`src/gim_pkg.sv`:
```
// Shared constants and types for the gate interval measurement counter.
// Assumes one core clock; window, tick and sample pins are asynchronous.
package gim_pkg;
    // Measurement counter width
    localparam int CNT_W = 32;
    // Sample word: paired flag, high count, low count
    localparam int SMP_W = 2 * CNT_W + 1;
    localparam int SMP_HI_LSB = CNT_W;
    localparam int SMP_PAIR_BIT = 2 * CNT_W;
    // Capture FIFO geometry
    localparam int FIFO_DEPTH = 16;
    localparam int FIFO_AW = 4;
    // Core clock and nominal onboard reference rates
    localparam int CORE_CLK_HZ = 125_000_000;
    localparam int TB_FAST_HZ = 80_000_000;
    localparam int TB_MID_HZ = 20_000_000;
    localparam int TB_SLOW_HZ = 100_000;
    // Fastest tick the synchroniser can resolve without loss
    localparam int MAX_TICK_HZ = CORE_CLK_HZ / 4;
    // Pin positions inside the synchroniser vectors
    localparam int PIN_WIN = 0;
    localparam int PIN_TICK = 1;
    localparam int PIN_SMP = 2;
    localparam int PIN_N = 3;

    // What the channel measures
    typedef enum logic [1:0] {
        MEAS_WIDTH,
        MEAS_PULSE,
        MEAS_SEMI,
        MEAS_PERIOD
    } gim_meas_t;

    // How captures are delivered
    typedef enum logic [1:0] {
        TIM_SINGLE,
        TIM_IMPLICIT,
        TIM_SAMPLED
    } gim_timing_t;

    // Channel sequencing
    typedef enum logic [1:0] {
        ST_IDLE,
        ST_WAIT,
        ST_MEAS,
        ST_DONE
    } gim_state_t;
endpackage

```
`src/gim_counter.sv`:
```
// Gate interval measurement counter channel with capture FIFO and stream.
// Assumes window, tick and sample pins are asynchronous to core_clk_i,
// configuration inputs are steady while armed, ticks below MAX_TICK_HZ.
//
// Overview of operation
// - Width mode polarity selects high or low pulses
// - Count selected tick edges while pulse active
// - Armed mid-pulse waits for next active entry
// - Single width pushes once then ignores edges
// - Implicit width pushes on every trailing edge
// - Buffered captures stream out to host memory
// - Sampled width pushes last completed width
// - Missing pulse between sample edges flags overrun
// - Pulse mode counts ticks of both phases
// - Implicit pulse captures a high/low pair at every second window edge
// - Implicit pulse starts at chosen first edge
// - Sampled pulse pushes last high/low pair
// - Semi-period counts ticks between consecutive edges
// - Implicit semi pushes each edge, phase selectable
// - Single semi-period behaves as single width
// - Shared capture: pulse paired, semi separate
// - No sampled timing for semi-period mode
// - Period mode counts reference over one period
// - 32-bit counter, window pin resynchronised first
module gim_counter
    import gim_pkg::*;
(
    input logic core_clk_i,
    input logic rst_i,
    input logic window_i,
    input logic ref_tick_i,
    input logic sample_clk_i,
    input logic arm_i,
    input logic disarm_i,
    input gim_meas_t measure_mode_i,
    input gim_timing_t timing_mode_i,
    input logic window_active_low_i,
    input logic tick_falling_i,
    input logic sample_falling_i,
    input logic first_phase_select_i,
    input logic first_interval_phase_select_i,
    input logic clear_errors_i,
    input logic stream_ready_i,
    output logic stream_valid_o,
    output logic [SMP_W-1:0] stream_data_o,
    output logic [CNT_W-1:0] count_o,
    output logic armed_o,
    output logic done_o,
    output logic overrun_o,
    output logic overflow_o,
    output logic cfg_err_o
);
    // All channel state
    typedef struct packed {
        logic [PIN_N-1:0] sync1;   // First synchroniser stage
        logic [PIN_N-1:0] sync2;   // Second synchroniser stage
        logic [PIN_N-1:0] prev;    // Edge detect history
        gim_state_t st;            // Sequencer state
        logic [CNT_W-1:0] cnt;     // Interval counter
        logic [CNT_W-1:0] half;    // First phase of a pair
        logic half_have;           // First phase held
        logic half_high;           // Held phase was high
        logic [SMP_W-1:0] last;    // Latest completed capture
        logic have_new;            // Capture since last sample
        logic overrun;             // Sample without fresh pulse
        logic overflow;            // Capture lost on full FIFO
        logic cfg_err;             // Refused arm request
        logic armed;               // Registered WAIT or MEAS decode
        logic done;                // Registered finished decode
        logic out_valid;           // Stream word held
        logic [SMP_W-1:0] out_data;
    } gim_core_t;

    gim_core_t s_reg;
    gim_core_t s_next;

    // Synchronised pins and edge events
    logic win, win_rise, win_fall, win_edge;
    logic act, enter_act, leave_act, tick_evt, smp_evt;
    logic tick_now, tick_old, smp_now, smp_old;
    // Mode decode
    gim_meas_t eff_meas;
    logic sampled, single, start_edge, end_edge, bad_cfg;
    // Capture and FIFO traffic
    logic cap_v, push_v, fifo_wr_ready, fifo_rd_valid, fifo_rd_ready;
    logic [SMP_W-1:0] cap_d, push_d, fifo_rd_data;

    // Edge detection only on the second stage and its history
    assign win = s_reg.sync2[PIN_WIN];
    assign win_rise = win && !s_reg.prev[PIN_WIN];
    assign win_fall = !win && s_reg.prev[PIN_WIN];
    assign win_edge = win_rise || win_fall;
    assign act = win ^ window_active_low_i;
    assign enter_act = window_active_low_i ? win_fall : win_rise;
    assign leave_act = window_active_low_i ? win_rise : win_fall;
    assign tick_now = s_reg.sync2[PIN_TICK];
    assign tick_old = s_reg.prev[PIN_TICK];
    assign smp_now = s_reg.sync2[PIN_SMP];
    assign smp_old = s_reg.prev[PIN_SMP];
    // Selected reference tick edge
    assign tick_evt = tick_falling_i ? (tick_old && !tick_now)
                                     : (tick_now && !tick_old);
    // Selected sample clock edge
    assign smp_evt = sample_falling_i ? (smp_old && !smp_now)
                                      : (smp_now && !smp_old);

    // Single semi-period is the single width measurement
    assign eff_meas = (measure_mode_i == MEAS_SEMI &&
                       timing_mode_i == TIM_SINGLE) ? MEAS_WIDTH
                                                    : measure_mode_i;
    assign sampled = (timing_mode_i == TIM_SAMPLED);
    assign single = (timing_mode_i == TIM_SINGLE);
    // Semi-period has no sampled delivery
    assign bad_cfg = (measure_mode_i == MEAS_SEMI) && sampled;

    // Edge that opens the first interval after arming
    always_comb begin
        case (eff_meas)
            MEAS_PULSE: start_edge = first_phase_select_i ? win_rise
                                                          : win_fall;
            MEAS_SEMI: start_edge = first_interval_phase_select_i
                                    ? win_rise : win_fall;
            default: start_edge = enter_act;
        endcase
    end

    // Edge that closes the running interval
    always_comb begin
        case (eff_meas)
            MEAS_WIDTH: end_edge = leave_act;
            MEAS_PERIOD: end_edge = enter_act;
            default: end_edge = win_edge;
        endcase
    end

    // Capture FIFO
    gim_fifo u_fifo (
        .core_clk_i(core_clk_i),
        .rst_i(rst_i),
        .wr_valid_i(push_v),
        .wr_data_i(push_d),
        .wr_ready_o(fifo_wr_ready),
        .rd_valid_o(fifo_rd_valid),
        .rd_data_o(fifo_rd_data),
        .rd_ready_i(fifo_rd_ready)
    );

    // Output register takes a word when empty or being drained
    assign fifo_rd_ready = !s_reg.out_valid || stream_ready_i;

    // Sequencer, counter, capture and stream next state
    always_comb begin
        s_next = s_reg;
        cap_v = 1'b0;
        cap_d = '0;
        push_v = 1'b0;
        push_d = '0;
        // Two flops before anything reads a pin
        s_next.sync1[PIN_WIN] = window_i;
        s_next.sync1[PIN_TICK] = ref_tick_i;
        s_next.sync1[PIN_SMP] = sample_clk_i;
        s_next.sync2 = s_reg.sync1;
        s_next.prev = s_reg.sync2;
        // Software clear first so hardware sets win
        if (clear_errors_i) begin
            s_next.overrun = 1'b0;
            s_next.overflow = 1'b0;
            s_next.cfg_err = 1'b0;
        end
        // Count ticks inside an interval; width only while active
        if (s_reg.st == ST_MEAS && tick_evt &&
            (eff_meas != MEAS_WIDTH || act)) begin
            s_next.cnt = s_reg.cnt + CNT_W'(1);
        end
        case (s_reg.st)
            // Idle or finished: wait for arming
            ST_IDLE, ST_DONE: begin
                if (arm_i && bad_cfg) begin
                    s_next.cfg_err = 1'b1;
                end else if (arm_i) begin
                    s_next.st = ST_WAIT;
                    s_next.half_have = 1'b0;
                    s_next.have_new = 1'b0;
                end
            end
            // Armed: a level alone never starts counting
            ST_WAIT: begin
                if (start_edge) begin
                    s_next.cnt = '0;
                    s_next.half_have = 1'b0;
                    s_next.st = ST_MEAS;
                end
            end
            // Counting: close interval on its end edge
            ST_MEAS: begin
                if (end_edge) begin
                    s_next.cnt = '0;
                    if (eff_meas == MEAS_PULSE) begin
                        if (!s_reg.half_have) begin
                            // Hold first phase; low window now means high
                            s_next.half = s_reg.cnt;
                            s_next.half_high = !win;
                            s_next.half_have = 1'b1;
                        end else begin
                            // Pair as one sample, high above low
                            s_next.half_have = 1'b0;
                            cap_v = 1'b1;
                            cap_d[SMP_PAIR_BIT] = 1'b1;
                            cap_d[SMP_PAIR_BIT-1:SMP_HI_LSB] =
                                s_reg.half_high ? s_reg.half : s_reg.cnt;
                            cap_d[CNT_W-1:0] =
                                s_reg.half_high ? s_reg.cnt : s_reg.half;
                        end
                    end else begin
                        // One interval per sample
                        cap_v = 1'b1;
                        cap_d[CNT_W-1:0] = s_reg.cnt;
                    end
                    // Width re-arms for the next active entry
                    if (eff_meas == MEAS_WIDTH) begin
                        s_next.st = ST_WAIT;
                    end
                    if (single && cap_v) begin
                        s_next.st = ST_DONE;
                    end
                end
            end
            default: s_next.st = ST_IDLE;
        endcase
        // Deliver: latch for sampling, else push directly
        if (cap_v && sampled) begin
            s_next.last = cap_d;
            s_next.have_new = 1'b1;
        end else if (cap_v) begin
            push_v = 1'b1;
            push_d = cap_d;
        end
        // Sample edge while running takes the latest capture
        if (sampled && smp_evt &&
            (s_reg.st == ST_WAIT || s_reg.st == ST_MEAS)) begin
            if (s_next.have_new) begin
                push_v = 1'b1;
                push_d = s_next.last;
                s_next.have_new = 1'b0;
            end else begin
                s_next.overrun = 1'b1;
            end
        end
        // A full FIFO drops the capture and says so
        if (push_v && !fifo_wr_ready) begin
            s_next.overflow = 1'b1;
        end
        // Abort wins over the state update; a capture pushed this cycle still lands
        if (disarm_i) begin
            s_next.st = ST_IDLE;
        end
        // Stream output stage
        if (fifo_rd_ready) begin
            s_next.out_valid = fifo_rd_valid;
            if (fifo_rd_valid) begin
                s_next.out_data = fifo_rd_data;
            end
        end
        // Status flags registered from the next state
        s_next.armed = (s_next.st == ST_WAIT) || (s_next.st == ST_MEAS);
        s_next.done = (s_next.st == ST_DONE);
    end

    // State register
    always_ff @(posedge core_clk_i or posedge rst_i) begin
        if (rst_i) begin
            s_reg <= '0;
        end else begin
            s_reg <= s_next;
        end
    end

    // Outputs straight from flip-flops
    assign stream_valid_o = s_reg.out_valid;
    assign stream_data_o = s_reg.out_data;
    assign count_o = s_reg.cnt;
    assign armed_o = s_reg.armed;
    assign done_o = s_reg.done;
    assign overrun_o = s_reg.overrun;
    assign overflow_o = s_reg.overflow;
    assign cfg_err_o = s_reg.cfg_err;
endmodule

```
`src/gim_fifo.sv`:
```
// Capture FIFO of the measurement counter.
// Assumes writer and reader share the core clock.
module gim_fifo
    import gim_pkg::*;
(
    input logic core_clk_i,
    input logic rst_i,
    input logic wr_valid_i,
    input logic [SMP_W-1:0] wr_data_i,
    output logic wr_ready_o,
    output logic rd_valid_o,
    output logic [SMP_W-1:0] rd_data_o,
    input logic rd_ready_i
);
    // All FIFO state
    typedef struct packed {
        logic [FIFO_DEPTH-1:0][SMP_W-1:0] mem;
        logic [FIFO_AW-1:0] wptr;
        logic [FIFO_AW-1:0] rptr;
        logic [FIFO_AW:0] fill;
    } gim_fifo_t;

    gim_fifo_t f_reg;
    gim_fifo_t f_next;
    logic do_wr;
    logic do_rd;

    // Honest full and empty flags
    assign wr_ready_o = (f_reg.fill != (FIFO_AW + 1)'(FIFO_DEPTH));
    assign rd_valid_o = (f_reg.fill != '0);
    assign rd_data_o = f_reg.mem[f_reg.rptr];
    assign do_wr = wr_valid_i && wr_ready_o;
    assign do_rd = rd_ready_i && rd_valid_o;

    // Pointer and fill update
    always_comb begin
        f_next = f_reg;
        if (do_wr) begin
            f_next.mem[f_reg.wptr] = wr_data_i;
            f_next.wptr = f_reg.wptr + FIFO_AW'(1);
        end
        if (do_rd) begin
            f_next.rptr = f_reg.rptr + FIFO_AW'(1);
        end
        if (do_wr && !do_rd) begin
            f_next.fill = f_reg.fill + (FIFO_AW + 1)'(1);
        end else if (do_rd && !do_wr) begin
            f_next.fill = f_reg.fill - (FIFO_AW + 1)'(1);
        end
    end

    // State register
    always_ff @(posedge core_clk_i or posedge rst_i) begin
        if (rst_i) begin
            f_reg <= '0;
        end else begin
            f_reg <= f_next;
        end
    end
endmodule

```
`config.mk`:
```
export PLATFORM = sky130hd
export DESIGN_NAME = gim_counter
export DESIGN_NICKNAME = d
export VERILOG_FILES = /design/src/gim_pkg.sv /design/src/gim_counter.sv /design/src/gim_fifo.sv
export SDC_FILE = /design/constraint.sdc
export NUM_CORES = 2
export LEC_CHECK = 0
export BUFFER_PORTS_ARGS = -buffer_cell sky130_fd_sc_hd__clkbuf_2
export CAP_MARGIN = 20
export CORE_MARGIN = 5
export CORE_UTILIZATION = 35
export DETAILED_ROUTE_END_ITERATION = 10
export GPL_TIMING_DRIVEN = 1
export PLACE_DENSITY = 0.5
export SYNTH_ARGS = -nofsm -noshare
export SYNTH_HDL_FRONTEND = slang
export SYNTH_SLANG_ARGS = --single-unit
```
`constraint.sdc`:
```
create_clock -name core_clk_i -period 44.7 [get_ports core_clk_i]
set_clock_uncertainty 0.15 [all_clocks]
set_input_delay 4.47 -clock core_clk_i [delete_from_list [all_inputs] [get_ports core_clk_i]]
set_output_delay 4.47 -clock core_clk_i [all_outputs]
set_load 0.05 [all_outputs]
```
==> Word level (Yosys, flattened, before mapping) <==
Cells that the tools add are included.
{ "word_totals": {"out_inout_bits": 103, "word_cells": 175, "input_bits": 18, "ff_bits": 1267} }
{ "classes": {"n_reduce_logical": 47, "muxes": 65, "n_lt_le_gt_ge": 3, "eq_ne": 17, "n_bitwise": 2, "n_addsub": 5} }
{ "ops": {"columns": ["cell", "count"], "rows": [
  ["$bwmux 1040", 1],
  ["$mux 65", 9],
  ["$bmux 65 s4", 1],
  ["$demux 65 s4", 1],
  ["$mux 32", 5],
  ["$mux 34", 2],
  ["$mux 68", 1],
  ["$mux 66", 1],
  ["$pmux 32 s2", 1],
  ["$mux 33", 1],
  ["$add 32x1->32 const B", 1],
  ["$mux 1", 28],
  ["$logic_and 1x1->1", 21],
  ["$eq 2x2->1 const B", 8],
  ["$mux 2", 7],
  ["$logic_not 1->1", 10],
  ["$lt 4x5->1 const B", 2],
  ["$mux 5", 2],
  ["$add 4x1->4 const B", 2],
  ["$ne 2x2->1 const B", 4],
  ["$eq 2x1->1 const B", 3],
  ["$logic_not 2->1", 3],
  ["$pmux 2 s3", 1],
  ["$reduce_bool 2->1", 3],
  ["16 further kinds", 21]
]} }

==> Longest topological paths before layout <==
{ "depth": {"ltp_word": 18, "mapped_depth": 16, "depth_no_buf": 15} }

==> Hierarchy <==
Synthesis repeated with hierarchy kept, for this count alone.
{ "unflattened": {"hier_cells": 4218, "area_unflattened_um2": 60337.9} }
{ "modules_own_cells": {"columns": ["mod", "cells_each", "n_inst", "seq_area_each_um2", "area_each_um2"], "rows": [
  ["gim_fifo", 3243, 1, 26350.3, 49590.1],
  ["gim_counter", 975, 1, 5355.1, 10747.8]
]} }

==> Worst setup path before layout <==
No wires, ideal clock.
{ "synth_timing": {"path_kind": "input port to flip-flop", "startpoint": "in sample_falling_i", "endpoint": "reg u_fifo.f_reg[4] (netlist bit)", "cell_stages": 14, "arrival_ns": 7.159, "setup_slack_ns": 37.266, "setup_ns": 0.125, "n_path_buf": 1, "path_cell_list": "or3b_1 a211oi_1 nand3_1 o41ai_2 buf_4 and2_1 ha_1 inv_1 fa_1 a21o_1 a21oi_1 xnor2_1 nor2_1 xor2_1"} }
{ "synth_via": {"elab_chain_cells": 8} }
{ "synth_rtl": {"columns": ["element", "line_no", "rtl"], "rows": [
  ["start, declared", "gim_counter.sv:39", "input logic sample_falling_i,"],
  ["$mux 1 (*)", "gim_counter.sv:104", "assign smp_evt = sample_falling_i ? (smp_old && !smp_now)"],
  ["$logic_and 1x1->1 (*) (2 in a row)", "gim_counter.sv:239", "if (sampled && smp_evt &&"],
  ["$mux 1 (*)", "gim_counter.sv:239", null],
  ["$logic_and 1x1->1 (*)", "gim_fifo.sv:32", "assign do_wr = wr_valid_i && wr_ready_o;"],
  ["named net u_fifo.do_wr", "gim_fifo.sv:25", "logic do_wr;"],
  ["$logic_not 1->1", "gim_fifo.sv:47", "end else if (do_rd && !do_wr) begin"],
  ["$logic_and 1x1->1", "gim_fifo.sv:47", null],
  ["$reduce_bool 2->1 (no line)", null, null],
  ["end signal, assigned", "gim_fifo.sv:57", "f_reg <= f_next;"],
  ["end, declared", "gim_fifo.sv:23", "gim_fifo_t f_reg;"]
]} }
Mark *: on every way through the listed nets, which the timed path passes. The rest lies on a longest branch.
A chain may end at the register's enable or synchronous reset.

==> qor.csv <==
stage,metric,value,unit
run_status,status,finished clean,
grt,grt_first_pass_wirelength,235000,µm
synthesis,synth_edf_count,0,
worst_setup_path,critPathRequiredTime,45290,ps
synthesis,synth_nets,3723,
synthesis,yosysSeqAreaShare,54.9,%
routing,drc_errors,0,
grt,antenna_found_initial,9,
die,pin_count,121,
synthesis,async_reset_ff_share,100,%
pwr,vdd_drop_max,56.2,µV
finish,largest_reg_flops,1053,
finish,drive_gt1_share,37.1,%
pwr,powerDensity,44.0,nW/µm²
pwr,power_frac_seq,42.9,%
clock_network,root_buffer,clkbuf_16,
synthesis,synth_cell_type_count,59,
worst_setup_path,crit_type,in2async,
clock_network,cts_tree,built,
die,rows,149,
clock_network,cts_made_buffers,147,
synthesis,syn_avg_cell_area,15.7,µm²
finish,final_nets,3682,
grt,grt_use_total,18.0,%
grt,grt_max_degree,150,
clock_network,htree_levels,4,
pwr,swShare,28.2,%
finish,utilization,39.4,%
hold_path,min_path_type,reg2reg,
clock_network,cts.sink_count,1267,
place,io_buffers,120,
hold_path,whs_path_depth,0,
worst_setup_path,critical_path_arrival,8700,ps
sta,whs,196,ps
routing,drtAntennaViolNets,0,
finish,syn2layout_area_growth,12.1,%
synthesis,synthFlopType,dfrtp_1,
worst_setup_path,r2r-end,stream_data_o[59]$_DFFE_PP0P_,
grt,overflow,0,
routing,vias,31700,
die,initial_utilization,35.1,%
sta,finalSetupTns,0,ps
pwr,power_leakage,0.0315,µW
worst_setup_path,cp-start-kind,input pin,
finish,seq_area,31700,µm²
sta,relSlewSlack,23.2,%
sta,tightestPinTransition,1140,ps
hold_path,hold_end,s_next[206]$_DFF_PP0_,
die,fp.dieH,416,µm
die,die_x,416,µm
sta,hold_violations,0,
routing,vias_per_cell,5.33,
place,place_congestion,0.751,
synthesis,ys_ff_latch,1267,
sta,period_needed,8110,ps
synthesis,netlist_area,57800,µm²
clock_network,clk_pin_slew,50,ps
worst_setup_path,r2r_slack,40120,ps
hold_path,hold_start,s_next[209]$_DFF_PP0_,
sta,slew_viol_final,0,
worst_setup_path,r2r_start,u_fifo.f_reg[6]$_DFFE_PP0P_,
clock_network,clock_latency,780,ps
clock_network,cts-resized-gates,0,
sta,fin_crit_sh,18.1,%
sta,setup_ws,36590,ps
routing,drt-pass1-iter-count,5,
worst_setup_path,endpoint_kind,asynchronous set/reset pin,
sta,rsz0062_at_grt,false,
pwr,intPower,2050,µW
pwr,comb_power_share,15.1,%
clock_network,cts_setup_buffers,0,
sta,clock.fmax,123,MHz
pwr,total_power,2850,µW
routing,routed_wl,155000,µm
clock_network,cts.path.max_buffers,3,
pwr,pwr-share-clk,42.0,%
worst_setup_path,crit_fanout,124,
synthesis,synth_cells,3689,
die,core-area,164000,µm²
clock_network,cts-hold-fix-buffers,0,
place,dp_slack,35590,ps
die,die_area,173000,µm²
place,place_hpwl,90400,µm
routing,drtIter0Drc,1981,
grt,grt_pass1_vias,33700,
routing,wl_per_cell,26.1,µm
sta,final-setup-viol-count,0,
worst_setup_path,reg2reg_depth,5,
synthesis,yosysWarnings,0,
finish,multiInputGateArea,23900,µm²
pwr,p_sw,804,µW
finish,fill_cells,15300,
flow_run,drv_cap,0,
-- layout make-up --
type	instances	share of cell area (%)
clock buffers	231	6.89
flip-flops and latches	1267	49.0
inverters	18	0.116
multi-input cells	1991	37.0
well taps	2189	4.23
repair buffers	223	2.27
clock inverters	31	0.537
diodes	3	0.0116
-- per-layer routing --
| metal | GRT usage (%) | vias to the layer above | wire (µm) |
|---|---|---|---|
| li1 | - | 13600 | - |
| met1 | 25.2 | 17500 | 71700 |
| met2 | 29.9 | 435 | 76300 |
| met3 | 2.72 | 189 | 4610 |
| met4 | 3.90 | 4 | 2760 |
| met5 | 0 | - | 33 |
-- power groups by stage --
| stage | sequential, µW | combinational (µW) | clock (µW) |
|---|---|---|---|
| finish | 1220 | 431 | 1200 |
| global route | 1230 | 469 | 1280 |
| CTS | 1230 | 432 | 1240 |
| detailed placement | 1250 | 432 | 0 |
| global placement | 1250 | 430 | 0 |
| floorplan | 1210 | 337 | 0 |
-- how the worst max path moves through the flow --
stage	slack, ps	cells after the start	to	startpoint
floorplan	4370	1	armed_o$_DFF_PP0_	rst_i
global placement	35570	6	stream_data_o[37]$_DFFE_PP0P_	rst_i
detailed placement	35590	6	stream_data_o[42]$_DFFE_PP0P_	rst_i
CTS	36430	6	stream_data_o[42]$_DFFE_PP0P_	rst_i
global route	35880	6	stream_data_o[41]$_DFFE_PP0P_	rst_i
finish	36590	6	stream_data_o[38]$_DFFE_PP0P_	rst_i
-- through the flow --
step	instances	instance area (µm²)
final	5953	64800
after global routing	5952	64800
after CTS	5939	64600
after detailed placement	5677	59800
after global placement	5674	59800
after floorplan	3689	57800
-- Yosys cell counts (4+ instances only) --
library cell,n,share of area (%)
nor4_1,6,0.065
nand4_1,25,0.27
o21ai_0,12,0.10
mux2i_1,35,0.61
clkbuf_1,134,0.87
xnor2_1,15,0.23
a22oi_1,32,0.42
a22o_1,32,0.49
nor2_1,108,0.70
nand3_1,20,0.17
ha_1,15,0.32
mux4_2,325,13
and3_1,9,0.097
xor2_1,27,0.41
buf_4,99,1.3
inv_1,18,0.12
mux2_1,570,11
nor3_1,7,0.061
nand2b_1,4,0.043
dfrtp_1,1267,55
o2bb2ai_2,7,0.18
a21oi_1,41,0.36
nand2_1,24,0.16
mux2_2,599,12
buf_1,19,0.12
buf_2,161,1.4
o2bb2ai_1,29,0.44
-- placed cells by master (no fill, tap or decap), types with 35 or more instances in the layout --
| cell type | count |
|---|---|
| clkbuf_1 | 43 |
| clkbuf_2 | 120 |
| mux2_1 | 570 |
| nor2_1 | 106 |
| mux2_2 | 599 |
| mux4_2 | 325 |
| buf_4 | 97 |
| a21oi_1 | 40 |
| mux2i_1 | 35 |
| clkbuf_16 | 152 |
| clkbuf_8 | 36 |
| dfrtp_1 | 1262 |
-- worst max-delay path: stages --
cell	delay (ps)
clkbuf_2	120
inv_8	620
buf_4	720
buf_4	780
buf_4	850
buf_4	850
-- cell families after synthesis --
kind of cell    share of synthesized area [%]
xor+xnor                                0.637
flops                                    54.9
fa+ha+maj                               0.360
compound gates                           2.28
mux                                      36.1
buf+inv                                  3.79
simple gates                             1.96
Note: power is estimated with default switching activity, not from simulation.
